## config.mk

```make
export PLATFORM = sky130hd
export DESIGN_NAME = ssom_top
export DESIGN_NICKNAME = d
export VERILOG_FILES = /design/src/verilog/ssom_pkg.sv /design/src/verilog/ssom_ovl_if.sv /design/src/verilog/ssom_top.sv /design/src/verilog/ssom_ovl.sv
export SDC_FILE = /design/constraint.sdc
export NUM_CORES = 2
export LEC_CHECK = 0
export ABC_AREA = 0
export ABC_CLOCK_PERIOD_IN_PS = 152700
export BUFFER_PORTS_ARGS = -buffer_cell sky130_fd_sc_hd__buf_2
export CAP_MARGIN = 20
export CORE_ASPECT_RATIO = 0.7
export CORE_MARGIN = 4
export CORE_UTILIZATION = 60
export DETAILED_ROUTE_END_ITERATION = 10
export HOLD_SLACK_MARGIN = 0.08
export PLACE_DENSITY_LB_ADDON = 0.08
export SLEW_MARGIN = 20
export SYNTH_ARGS = -nofsm -noshare
export SYNTH_HDL_FRONTEND = slang
export SYNTH_SLANG_ARGS = --single-unit
```

## constraint.sdc

```tcl
create_clock -name aclk -period 152.7 [get_ports aclk]
set_input_delay 30.54 -clock aclk [delete_from_list [all_inputs] [get_ports aclk]]
set_output_delay 30.54 -clock aclk [all_outputs]
set_load 0.05 [all_outputs]
```

## src/verilog/ssom_pkg.sv

```systemverilog
// Constants shared by the servo status output mapper and its overload engine
// How it works
// - Speed match is high while |commanded - measured speed| is within the range setting.
// - Each of the two warning flags follows the warning condition picked by its own select field.
// - The position command flag follows the synchronised positioning command input.
// - The clearable-alarm flag is high only while an alarm is active and is of the resettable class.
// - The speed command flag is high when speed control mode is on and a speed command is applied.
// - Flags reach an output terminal only through one of four selection fields, all unassigned at reset.
// - Monitor channel 1 item and scale are set by software, default motor speed at 1 V per 500 r/min.
// - Monitor channel 2 item and scale are set by software, default torque command at 1 V per 33 %.
// - One shared output-method bit (signed or absolute) applies to both monitor channels.
// - An overload accumulator integrates load above rating and trips a sticky alarm past its limit.
package ssom_pkg;
  localparam int unsigned DW = 16;
  localparam logic [7:0] ADDR_RANGE = 8'h00;
  localparam logic [7:0] ADDR_WSEL = 8'h04;
  localparam logic [7:0] ADDR_OSEL = 8'h08;
  localparam logic [7:0] ADDR_MCFG = 8'h0c;
  localparam logic [7:0] ADDR_MSCL = 8'h10;
  localparam logic [7:0] ADDR_OLIM = 8'h14;
  localparam logic [7:0] ADDR_OCLR = 8'h18;
  localparam logic [7:0] ADDR_STAT = 8'h1c;
  localparam logic [7:0] ADDR_MON = 8'h20;
  localparam logic [7:0] ADDR_OACC = 8'h24;
  localparam logic [31:0] RANGE_RST = 32'h0000_0032;
  localparam logic [31:0] WSEL_RST = 32'h0000_0000;
  localparam logic [31:0] OSEL_RST = 32'h0000_0000;
  localparam logic [31:0] MCFG_RST = 32'h0000_0200;
  localparam logic [31:0] MSCL_RST = 32'h0021_01f4;
  localparam logic [31:0] OLIM_RST = 32'h0010_0000;
  localparam logic [31:0] RANGE_MASK = 32'h0000_ffff;
  localparam logic [31:0] WSEL_MASK = 32'h0000_0707;
  localparam logic [31:0] OSEL_MASK = 32'h0000_ffff;
  localparam logic [31:0] MCFG_MASK = 32'h0001_0303;
  localparam int unsigned WSEL_A_LSB = 0;
  localparam int unsigned WSEL_B_LSB = 8;
  localparam int unsigned WSEL_W = 3;
  localparam int unsigned OSEL_W = 4;
  localparam int unsigned N_OUT = 4;
  localparam int unsigned N_WARN = 8;
  localparam int unsigned ITEM1_LSB = 0;
  localparam int unsigned ITEM2_LSB = 8;
  localparam int unsigned METHOD_BIT = 16;
  localparam int unsigned OCLR_BIT = 0;
  localparam logic [3:0] FN_NONE = 4'h0;
  localparam logic [3:0] FN_SPEED_MATCH = 4'h1;
  localparam logic [3:0] FN_WARN_A = 4'h2;
  localparam logic [3:0] FN_WARN_B = 4'h3;
  localparam logic [3:0] FN_POS_CMD = 4'h4;
  localparam logic [3:0] FN_ALM_CLR = 4'h5;
  localparam logic [3:0] FN_SPD_CMD = 4'h6;
  localparam logic [3:0] FN_OVL = 4'h7;
  localparam logic [1:0] ITEM_MOTOR_SPEED = 2'h0;
  localparam logic [1:0] ITEM_CMD_SPEED = 2'h1;
  localparam logic [1:0] ITEM_TORQUE_CMD = 2'h2;
  localparam logic [1:0] ITEM_SPEED_ERR = 2'h3;
  localparam int signed MV_PER_V = 1000;
  localparam int signed MON_MAX = 32767;
  localparam int signed MON_MIN = -32768;
  localparam logic [15:0] RATED_LOAD = 16'h0064;
  localparam logic [31:0] OVL_DECAY = 32'h0000_0001;
  localparam logic [1:0] RESP_OKAY = 2'h0;
  localparam logic [1:0] RESP_SLVERR = 2'h2;
endpackage : ssom_pkg

```

## src/verilog/ssom_ovl_if.sv

```systemverilog
// Link between the mapper and its overload accumulator
`timescale 1ns/10ps
`default_nettype none
interface ssom_ovl_if;
  logic [15:0] load_ratio;
  logic [31:0] limit;
  logic clear;
  logic alarm;
  logic [31:0] acc;
  modport ctl(output load_ratio, output limit, output clear,
              input alarm, input acc);
  modport eng(input load_ratio, input limit, input clear,
              output alarm, output acc);
endinterface : ssom_ovl_if
`default_nettype wire

```

## src/verilog/ssom_top.sv

```systemverilog
// Status flag generation, terminal mapping, monitors and register slave
`timescale 1ns/10ps
`default_nettype none
module ssom_top
  import ssom_pkg::*;
(
  input wire logic aclk,                     // System clock 40 MHz
  input wire logic aresetn,                  // Synchronous reset, low
  input wire logic [7:0] awaddr,             // Write address
  input wire logic awvalid,                  // Write address valid
  output logic awready,                      // Write address ready
  input wire logic [31:0] wdata,             // Write data
  input wire logic [3:0] wstrb,              // Write byte strobes
  input wire logic wvalid,                   // Write data valid
  output logic wready,                       // Write data ready
  output logic [1:0] bresp,                  // Write response
  output logic bvalid,                       // Write response valid
  input wire logic bready,                   // Write response ready
  input wire logic [7:0] araddr,             // Read address
  input wire logic arvalid,                  // Read address valid
  output logic arready,                      // Read address ready
  output logic [31:0] rdata,                 // Read data
  output logic [1:0] rresp,                  // Read response
  output logic rvalid,                       // Read data valid
  input wire logic rready,                   // Read data ready
  input wire logic signed [DW-1:0] cmd_speed,   // Commanded speed
  input wire logic signed [DW-1:0] motor_speed, // Measured speed
  input wire logic signed [DW-1:0] torque_cmd,  // Torque command
  input wire logic pos_cmd_pin,              // Positioning command pin
  input wire logic speed_ctrl_mode,          // Speed control mode
  input wire logic speed_cmd_applied,        // Speed command present
  input wire logic alarm_active,             // An alarm is present
  input wire logic alarm_clearable_class,    // Alarm is resettable
  input wire logic [N_WARN-1:0] warn_cond,   // Warning conditions
  input wire logic [15:0] load_ratio,        // Load ratio in percent
  output logic [N_OUT-1:0] out_term,         // Output terminals
  output logic speed_match_flag,             // Speed match
  output logic warning_flag_a,               // Warning A
  output logic warning_flag_b,               // Warning B
  output logic pos_cmd_flag,                 // Position command active
  output logic alarm_clearable_flag,         // Clearable alarm
  output logic speed_cmd_flag,               // Speed command active
  output logic overload_alarm,               // Overload trip
  output logic signed [DW-1:0] monitor_channel_1, // Monitor 1 in mV
  output logic signed [DW-1:0] monitor_channel_2  // Monitor 2 in mV
);
  function automatic logic [31:0] merge(input logic [31:0] old,
                                        input logic [31:0] nw,
                                        input logic [3:0] strb);
    logic [31:0] r;
    r = old;
    for (int i = 0; i < 4; i++) begin
      if (strb[i]) begin
        r[i*8 +: 8] = nw[i*8 +: 8];
      end
    end
    return r;
  endfunction : merge

  function automatic logic [DW:0] abs_diff(input logic signed [DW-1:0] a,
                                           input logic signed [DW-1:0] b);
    logic signed [DW:0] d;
    d = {a[DW-1], a} - {b[DW-1], b};
    return d[DW] ? -d : d;
  endfunction : abs_diff

  function automatic logic signed [DW:0] pick(input logic [1:0] item);
    logic signed [DW:0] q;
    case (item)
      ITEM_MOTOR_SPEED: q = {motor_speed[DW-1], motor_speed};
      ITEM_CMD_SPEED: q = {cmd_speed[DW-1], cmd_speed};
      ITEM_TORQUE_CMD: q = {torque_cmd[DW-1], torque_cmd};
      default: q = {cmd_speed[DW-1], cmd_speed}
                 - {motor_speed[DW-1], motor_speed};
    endcase
    return q;
  endfunction : pick

  // Quantity to millivolts: q * 1000 / units-per-volt, then saturate
  function automatic logic signed [DW-1:0] mon_value(
      input logic signed [DW:0] q, input logic [15:0] scl,
      input logic abs_mode);
    logic signed [31:0] p;
    logic signed [31:0] v;
    p = 32'(q) * MV_PER_V;
    v = (scl == 16'h0000) ? 32'sd0 : p / $signed({16'h0000, scl});
    if (abs_mode && v < 0) begin
      v = -v;
    end
    if (v > MON_MAX) begin
      v = MON_MAX;
    end else if (v < MON_MIN) begin
      v = MON_MIN;
    end
    return v[DW-1:0];
  endfunction : mon_value

  logic [31:0] range_r;
  logic [31:0] wsel_r;
  logic [31:0] osel_r;
  logic [31:0] mcfg_r;
  logic [31:0] mscl_r;
  logic [31:0] olim_r;
  logic aw_got_r;
  logic [7:0] aw_addr_r;
  logic w_got_r;
  logic [31:0] w_data_r;
  logic [3:0] w_strb_r;
  logic bvalid_r;
  logic [1:0] bresp_r;
  logic rvalid_r;
  logic [31:0] rdata_r;
  logic [1:0] rresp_r;
  logic wr_do;
  logic [7:0] wr_addr;
  logic wr_hit;
  logic [31:0] rd_nxt;
  logic rd_hit;
  logic pos_sync1_r;
  logic pos_sync2_r;
  logic sm_r;
  logic wa_r;
  logic wb_r;
  logic pos_r;
  logic almclr_r;
  logic spdcmd_r;
  logic [N_OUT-1:0] out_r;
  logic [7:0] fvec;
  logic signed [DW-1:0] mon1_r;
  logic signed [DW-1:0] mon2_r;
  logic [WSEL_W-1:0] wsel_a;
  logic [WSEL_W-1:0] wsel_b;
  logic method_abs;

  ssom_ovl_if ovl_bus();

  assign wsel_a = wsel_r[WSEL_A_LSB +: WSEL_W];
  assign wsel_b = wsel_r[WSEL_B_LSB +: WSEL_W];
  assign method_abs = mcfg_r[METHOD_BIT];

  // Write channel: address and data taken in either order
  assign awready = !aw_got_r && !bvalid_r;
  assign wready = !w_got_r && !bvalid_r;
  assign wr_do = aw_got_r && w_got_r && !bvalid_r;
  assign wr_addr = {aw_addr_r[7:2], 2'b00};
  assign wr_hit = (wr_addr == ADDR_RANGE) || (wr_addr == ADDR_WSEL)
               || (wr_addr == ADDR_OSEL) || (wr_addr == ADDR_MCFG)
               || (wr_addr == ADDR_MSCL) || (wr_addr == ADDR_OLIM)
               || (wr_addr == ADDR_OCLR);

  always_ff @(posedge aclk) begin
    if (!aresetn) begin
      aw_got_r <= 1'b0;
      aw_addr_r <= 8'h00;
      w_got_r <= 1'b0;
      w_data_r <= 32'h0000_0000;
      w_strb_r <= 4'h0;
      bvalid_r <= 1'b0;
      bresp_r <= RESP_OKAY;
    end else begin
      if (awvalid && awready) begin
        aw_got_r <= 1'b1;
        aw_addr_r <= awaddr;
      end
      if (wvalid && wready) begin
        w_got_r <= 1'b1;
        w_data_r <= wdata;
        w_strb_r <= wstrb;
      end
      if (wr_do) begin
        aw_got_r <= 1'b0;
        w_got_r <= 1'b0;
        bvalid_r <= 1'b1;
        bresp_r <= wr_hit ? RESP_OKAY : RESP_SLVERR;
      end else if (bvalid_r && bready) begin
        bvalid_r <= 1'b0;
      end
    end
  end

  assign bvalid = bvalid_r;
  assign bresp = bresp_r;

  // Settings registers
  always_ff @(posedge aclk) begin
    if (!aresetn) begin
      range_r <= RANGE_RST;
      wsel_r <= WSEL_RST;
      osel_r <= OSEL_RST;
      mcfg_r <= MCFG_RST;
      mscl_r <= MSCL_RST;
      olim_r <= OLIM_RST;
    end else if (wr_do) begin
      case (wr_addr)
        ADDR_RANGE: range_r <= merge(range_r, w_data_r, w_strb_r)
                               & RANGE_MASK;
        ADDR_WSEL: wsel_r <= merge(wsel_r, w_data_r, w_strb_r) & WSEL_MASK;
        ADDR_OSEL: osel_r <= merge(osel_r, w_data_r, w_strb_r) & OSEL_MASK;
        ADDR_MCFG: mcfg_r <= merge(mcfg_r, w_data_r, w_strb_r) & MCFG_MASK;
        ADDR_MSCL: mscl_r <= merge(mscl_r, w_data_r, w_strb_r);
        ADDR_OLIM: olim_r <= merge(olim_r, w_data_r, w_strb_r);
        default: ;
      endcase
    end
  end

  // Write-one pulse that clears the overload alarm
  assign ovl_bus.clear = wr_do && (wr_addr == ADDR_OCLR) && w_strb_r[0]
                      && w_data_r[OCLR_BIT];
  assign ovl_bus.load_ratio = load_ratio;
  assign ovl_bus.limit = olim_r;

  ssom_ovl u_ovl (
    .aclk(aclk),
    .aresetn(aresetn),
    .bus(ovl_bus)
  );

  assign overload_alarm = ovl_bus.alarm;

  // Read channel
  always_comb begin
    rd_nxt = 32'h0000_0000;
    rd_hit = 1'b1;
    case ({araddr[7:2], 2'b00})
      ADDR_RANGE: rd_nxt = range_r;
      ADDR_WSEL: rd_nxt = wsel_r;
      ADDR_OSEL: rd_nxt = osel_r;
      ADDR_MCFG: rd_nxt = mcfg_r;
      ADDR_MSCL: rd_nxt = mscl_r;
      ADDR_OLIM: rd_nxt = olim_r;
      ADDR_OCLR: rd_nxt = 32'h0000_0000;
      ADDR_STAT: rd_nxt = {20'h00000, out_r, 1'b0, overload_alarm,
                           spdcmd_r, almclr_r, pos_r, wb_r, wa_r, sm_r};
      ADDR_MON: rd_nxt = {mon2_r, mon1_r};
      ADDR_OACC: rd_nxt = ovl_bus.acc;
      default: rd_hit = 1'b0;
    endcase
  end

  assign arready = !rvalid_r;

  always_ff @(posedge aclk) begin
    if (!aresetn) begin
      rvalid_r <= 1'b0;
      rdata_r <= 32'h0000_0000;
      rresp_r <= RESP_OKAY;
    end else if (arvalid && arready) begin
      rvalid_r <= 1'b1;
      rdata_r <= rd_nxt;
      rresp_r <= rd_hit ? RESP_OKAY : RESP_SLVERR;
    end else if (rvalid_r && rready) begin
      rvalid_r <= 1'b0;
    end
  end

  assign rvalid = rvalid_r;
  assign rdata = rdata_r;
  assign rresp = rresp_r;

  // Pin synchroniser
  always_ff @(posedge aclk) begin
    if (!aresetn) begin
      pos_sync1_r <= 1'b0;
      pos_sync2_r <= 1'b0;
    end else begin
      pos_sync1_r <= pos_cmd_pin;
      pos_sync2_r <= pos_sync1_r;
    end
  end

  // Status flags, one evaluation per clock
  always_ff @(posedge aclk) begin
    if (!aresetn) begin
      sm_r <= 1'b0;
      wa_r <= 1'b0;
      wb_r <= 1'b0;
      pos_r <= 1'b0;
      almclr_r <= 1'b0;
      spdcmd_r <= 1'b0;
    end else begin
      sm_r <= abs_diff(cmd_speed, motor_speed)
              <= {1'b0, range_r[DW-1:0]};
      wa_r <= warn_cond[wsel_a];
      wb_r <= warn_cond[wsel_b];
      pos_r <= pos_sync2_r;
      almclr_r <= alarm_active && alarm_clearable_class;
      spdcmd_r <= speed_ctrl_mode && speed_cmd_applied;
    end
  end

  assign speed_match_flag = sm_r;
  assign warning_flag_a = wa_r;
  assign warning_flag_b = wb_r;
  assign pos_cmd_flag = pos_r;
  assign alarm_clearable_flag = almclr_r;
  assign speed_cmd_flag = spdcmd_r;

  // Function code indexes this vector; code 0 is the inactive level
  assign fvec = {overload_alarm, spdcmd_r, almclr_r, pos_r,
                 wb_r, wa_r, sm_r, 1'b0};

  always_ff @(posedge aclk) begin
    if (!aresetn) begin
      out_r <= '0;
    end else begin
      for (int i = 0; i < N_OUT; i++) begin
        out_r[i] <= !osel_r[i*OSEL_W + 3]
                    && fvec[osel_r[i*OSEL_W +: 3]];
      end
    end
  end

  assign out_term = out_r;

  // Monitor channels share the output method bit
  always_ff @(posedge aclk) begin
    if (!aresetn) begin
      mon1_r <= '0;
      mon2_r <= '0;
    end else begin
      mon1_r <= mon_value(pick(mcfg_r[ITEM1_LSB +: 2]), mscl_r[15:0],
                          method_abs);
      mon2_r <= mon_value(pick(mcfg_r[ITEM2_LSB +: 2]), mscl_r[31:16],
                          method_abs);
    end
  end

  assign monitor_channel_1 = mon1_r;
  assign monitor_channel_2 = mon2_r;
endmodule : ssom_top
`default_nettype wire

```

## src/verilog/ssom_ovl.sv

```systemverilog
// Overload accumulator with sticky trip alarm
`timescale 1ns/10ps
`default_nettype none
module ssom_ovl
  import ssom_pkg::*;
(
  input wire logic aclk,    // System clock
  input wire logic aresetn, // Synchronous reset, active low
  ssom_ovl_if.eng bus       // Load in, alarm out
);
  logic [31:0] acc_r;
  logic alarm_r;
  logic [15:0] excess;
  logic [32:0] sum;

  always_comb begin
    excess = (bus.load_ratio > RATED_LOAD) ? bus.load_ratio - RATED_LOAD
                                           : 16'h0000;
    sum = {1'b0, acc_r} + {17'h00000, excess};
  end

  // Integrate above rating, bleed off at or below it
  always_ff @(posedge aclk) begin
    if (!aresetn) begin
      acc_r <= 32'h0000_0000;
    end else if (excess != 16'h0000) begin
      acc_r <= sum[32] ? 32'hffff_ffff : sum[31:0];
    end else begin
      acc_r <= (acc_r > OVL_DECAY) ? acc_r - OVL_DECAY : 32'h0000_0000;
    end
  end

  // Trip wins over a clear in the same cycle
  always_ff @(posedge aclk) begin
    if (!aresetn) begin
      alarm_r <= 1'b0;
    end else if (acc_r > bus.limit) begin
      alarm_r <= 1'b1;
    end else if (bus.clear) begin
      alarm_r <= 1'b0;
    end
  end

  assign bus.alarm = alarm_r;
  assign bus.acc = acc_r;
endmodule : ssom_ovl
`default_nettype wire

```

==> out/results.tsv <==
metric	value	unit
drv_slew	0	
cts_tree	done	
core-area	0.122	mm^2
worst_pin_slew	1230	ps
final_nets	11300	
ys_seq_elements	264	
dp_hpwl	215000	um
max-slew-margin-rel	17.3	%
synthCells	10100	
dr_wl_met2	95700	um
synth_cell_types	187	
ant_nets	0	
rows	107	
hold_violations	0	
ys_seq_area_share	7.16	%
viasPerCell	6.76	
clock_sinks	264	
grt_max_degree	117	
cap_violations	0	
root_buffer	clkbuf_16	
finClkSkew	23.3	ps
met1Wirelength	121000	um
synth_warnings	0	
numPortBuffers	213	
clkLatencyLatePin	600	ps
synth_edf_count	0	
status	finished clean	
rsz0062_at_grt	false	
place_congestion	1.06	
path_clk_slew	60	ps
fmax	0.00691	GHz
finalCritPeriodShare	94.7	%
critical_path.endpoint_type	register	
critPathMostFrequentCell	o21a_1	
cp_max_fo	34	
cts_buffers	30	
avgSynthCellArea	7.33	um^2
post_drt_wl_per_cell	22.6	um
die_h	302	um
wl_met3	39700	um
path_class	in -> reg	
hold_class	reg -> reg	
crit_path_start_kind	input port	
grt_pass1_wl	404000	um
cts_setup_buffers	0	
grt_usage	39.1	%
fin_crit	144620	ps
ys_async_sr_fraction	0	%
worstPathArrival	145100	ps
postCtsHoldBufs	0	
antenna_found_initial	17	
fill_cells	11200	
dieArea	0.129	mm^2
h-tree-depth	1	
grt-ovfl-total	0	
die_w	427	um
fin_setup_tns	0	ps
worstPathRequired	153180	ps
synthFlopType	dfxtp_1	
firstDrtPassIters	7	
slowest_stage	o311ai_0	
drtIter0Drc	9693	
wirelength	266000	um
final_layout_size_suffix_gt1_share	10.7	%
initial_core_util	60.6	%
top_layer	met5	
ios	220	
setup_viol	0	
syn_area	0.0739	mm^2
area_delta_synth_final	4.61	%
clk_path_buf_depth	3	
slowest_delay	970	ps
num_vias	79600	
drc	0	
grt_pass1_vias	70500	
ctsResizeCount	0	
[registers in the layout, summed over array words and instances (netlist names), 4 cells and up]
| name | flops |
|---|---|
| mcfg_r | 5 |
| osel_r | 16 |
| out_term | 4 |
| u_ovl.bus.acc | 32 |
| wsel_r | 6 |
| rdata | 32 |
| aw_addr_r | 6 |
| olim_r | 32 |
| w_strb_r | 4 |
| w_data_r | 32 |
| monitor_channel_2 | 16 |
| monitor_channel_1 | 16 |
| range_r | 16 |
| mscl_r | 32 |
[per-stage QoR]
step / area [um^2] / utilization (%) / hold slack (ps) / cells / setup WS, ps
after floorplan: 73900 / - / 412 / 10100 / 24810
after CTS: 77200 / 63.3 / 440 / 11800 / 11670
after detailed placement: 76200 / 62.5 / 422 / 11700 / 11570
after global placement: 76200 / 62.5 / 420 / 11700 / 13800
final: 77300 / 63.4 / 437 / 11800 / 8080
after global routing: 77300 / 63.3 / 448 / 11800 / 1380
[per-layer routing]
| metal | GRT usage (%) | up-vias |
|---|---|---|
| li1 | - | 37500 |
| met1 | 60.4 | 37200 |
| met2 | 50.2 | 4413 |
| met3 | 11.6 | 455 |
| met4 | 11.9 | 10 |
| met5 | 0.758 | - |
[cell type report]
class	instances	area [um^2]	share of cell area [%]
Antenna cell	7	17.5	0.0227
Multi-Input combinational cell	8926	64900	83.9
Timing Repair Buffer	338	2000	2.59
Sequential cell	264	5290	6.84
Clock inverter	18	188	0.243
Inverter	544	2050	2.65
Clock buffer	38	832	1.08
Tap cell	1635	2050	2.65
[worst max-delay path: cells and delay by family]
kind	cells	cell delay, ps
compound gates	286	67390
xor+xnor	3	1320
fa+ha+maj	36	12300
buf+inv	20	3820
mux	3	950
simple gates	119	28500
[cells by family after synthesis]
logic type                 synth area share [%]
DFF                                        7.16
and+or+nand+nor                            24.4
other                                   0.00508
buffers and inverters                      5.33
AOI/OAI and AO/OA                          29.9
xor gates and xnor gates                   7.18
muxes                                      6.28
adders and majority gates                  19.8
[cell usage after synthesis (53+ instances only)]
| cell | n | area (um^2) |
|---|---|---|
| nor2_1 | 1020 | 3830 |
| ha_1 | 987 | 12300 |
| nand2_1 | 927 | 3480 |
| a21oi_1 | 709 | 3550 |
| nor3_1 | 542 | 2710 |
| inv_1 | 540 | 2030 |
| o21a_1 | 507 | 3810 |
| o21ai_0 | 477 | 2390 |
| xnor2_1 | 392 | 3430 |
| dfxtp_1 | 264 | 5290 |
| o31ai_1 | 231 | 1730 |
| clkbuf_1 | 217 | 815 |
| a21o_1 | 212 | 1590 |
| xor2_1 | 212 | 1860 |
| mux2i_1 | 202 | 2020 |
| nand3_1 | 174 | 871 |
| mux2_2 | 142 | 1600 |
| a31oi_1 | 125 | 782 |
| nand4_1 | 116 | 726 |
| or2_2 | 114 | 713 |
| fa_1 | 112 | 2240 |
| nand2b_1 | 99 | 619 |
| o211ai_1 | 92 | 691 |
| nor2b_1 | 84 | 526 |
| and2_1 | 79 | 494 |
| nor4_1 | 79 | 494 |
| or3_1 | 71 | 444 |
| a211oi_1 | 64 | 480 |
| and3_1 | 60 | 375 |
| a22oi_1 | 53 | 398 |
[worst paths after layout]
check,slack [ps],to,depth (start not counted),from
worst min register to register,440,pos_cmd_flag,1,pos_sync2_r
worst max-delay path,8080,monitor_channel_2[13],467,motor_speed[1]
worst max register to register,39790,monitor_channel_2[13],450,mcfg_r[8]
worst min-delay path,440,pos_cmd_flag,1,pos_sync2_r
[placed cells by master, fill, tap and decap left out, types with 114 or more instances in the layout]
| cell type | n |
|---|---|
| inv_1 | 540 |
| nor2_1 | 1012 |
| or2_2 | 114 |
| xnor2_1 | 390 |
| a21oi_1 | 709 |
| mux2_2 | 142 |
| a21o_1 | 212 |
| dfxtp_1 | 264 |
| a31oi_1 | 125 |
| nand2_1 | 927 |
| o21ai_0 | 476 |
| nor3_1 | 538 |
| mux2i_1 | 199 |
| xor2_1 | 211 |
| buf_2 | 213 |
| nand3_1 | 174 |
| o21a_1 | 507 |
| nand4_1 | 116 |
| ha_1 | 987 |
| buf_4 | 125 |
| o31ai_1 | 228 |
Power is not shown: default switching activity piles up to over one toggle a cycle in this logic, so the estimate is an artifact.
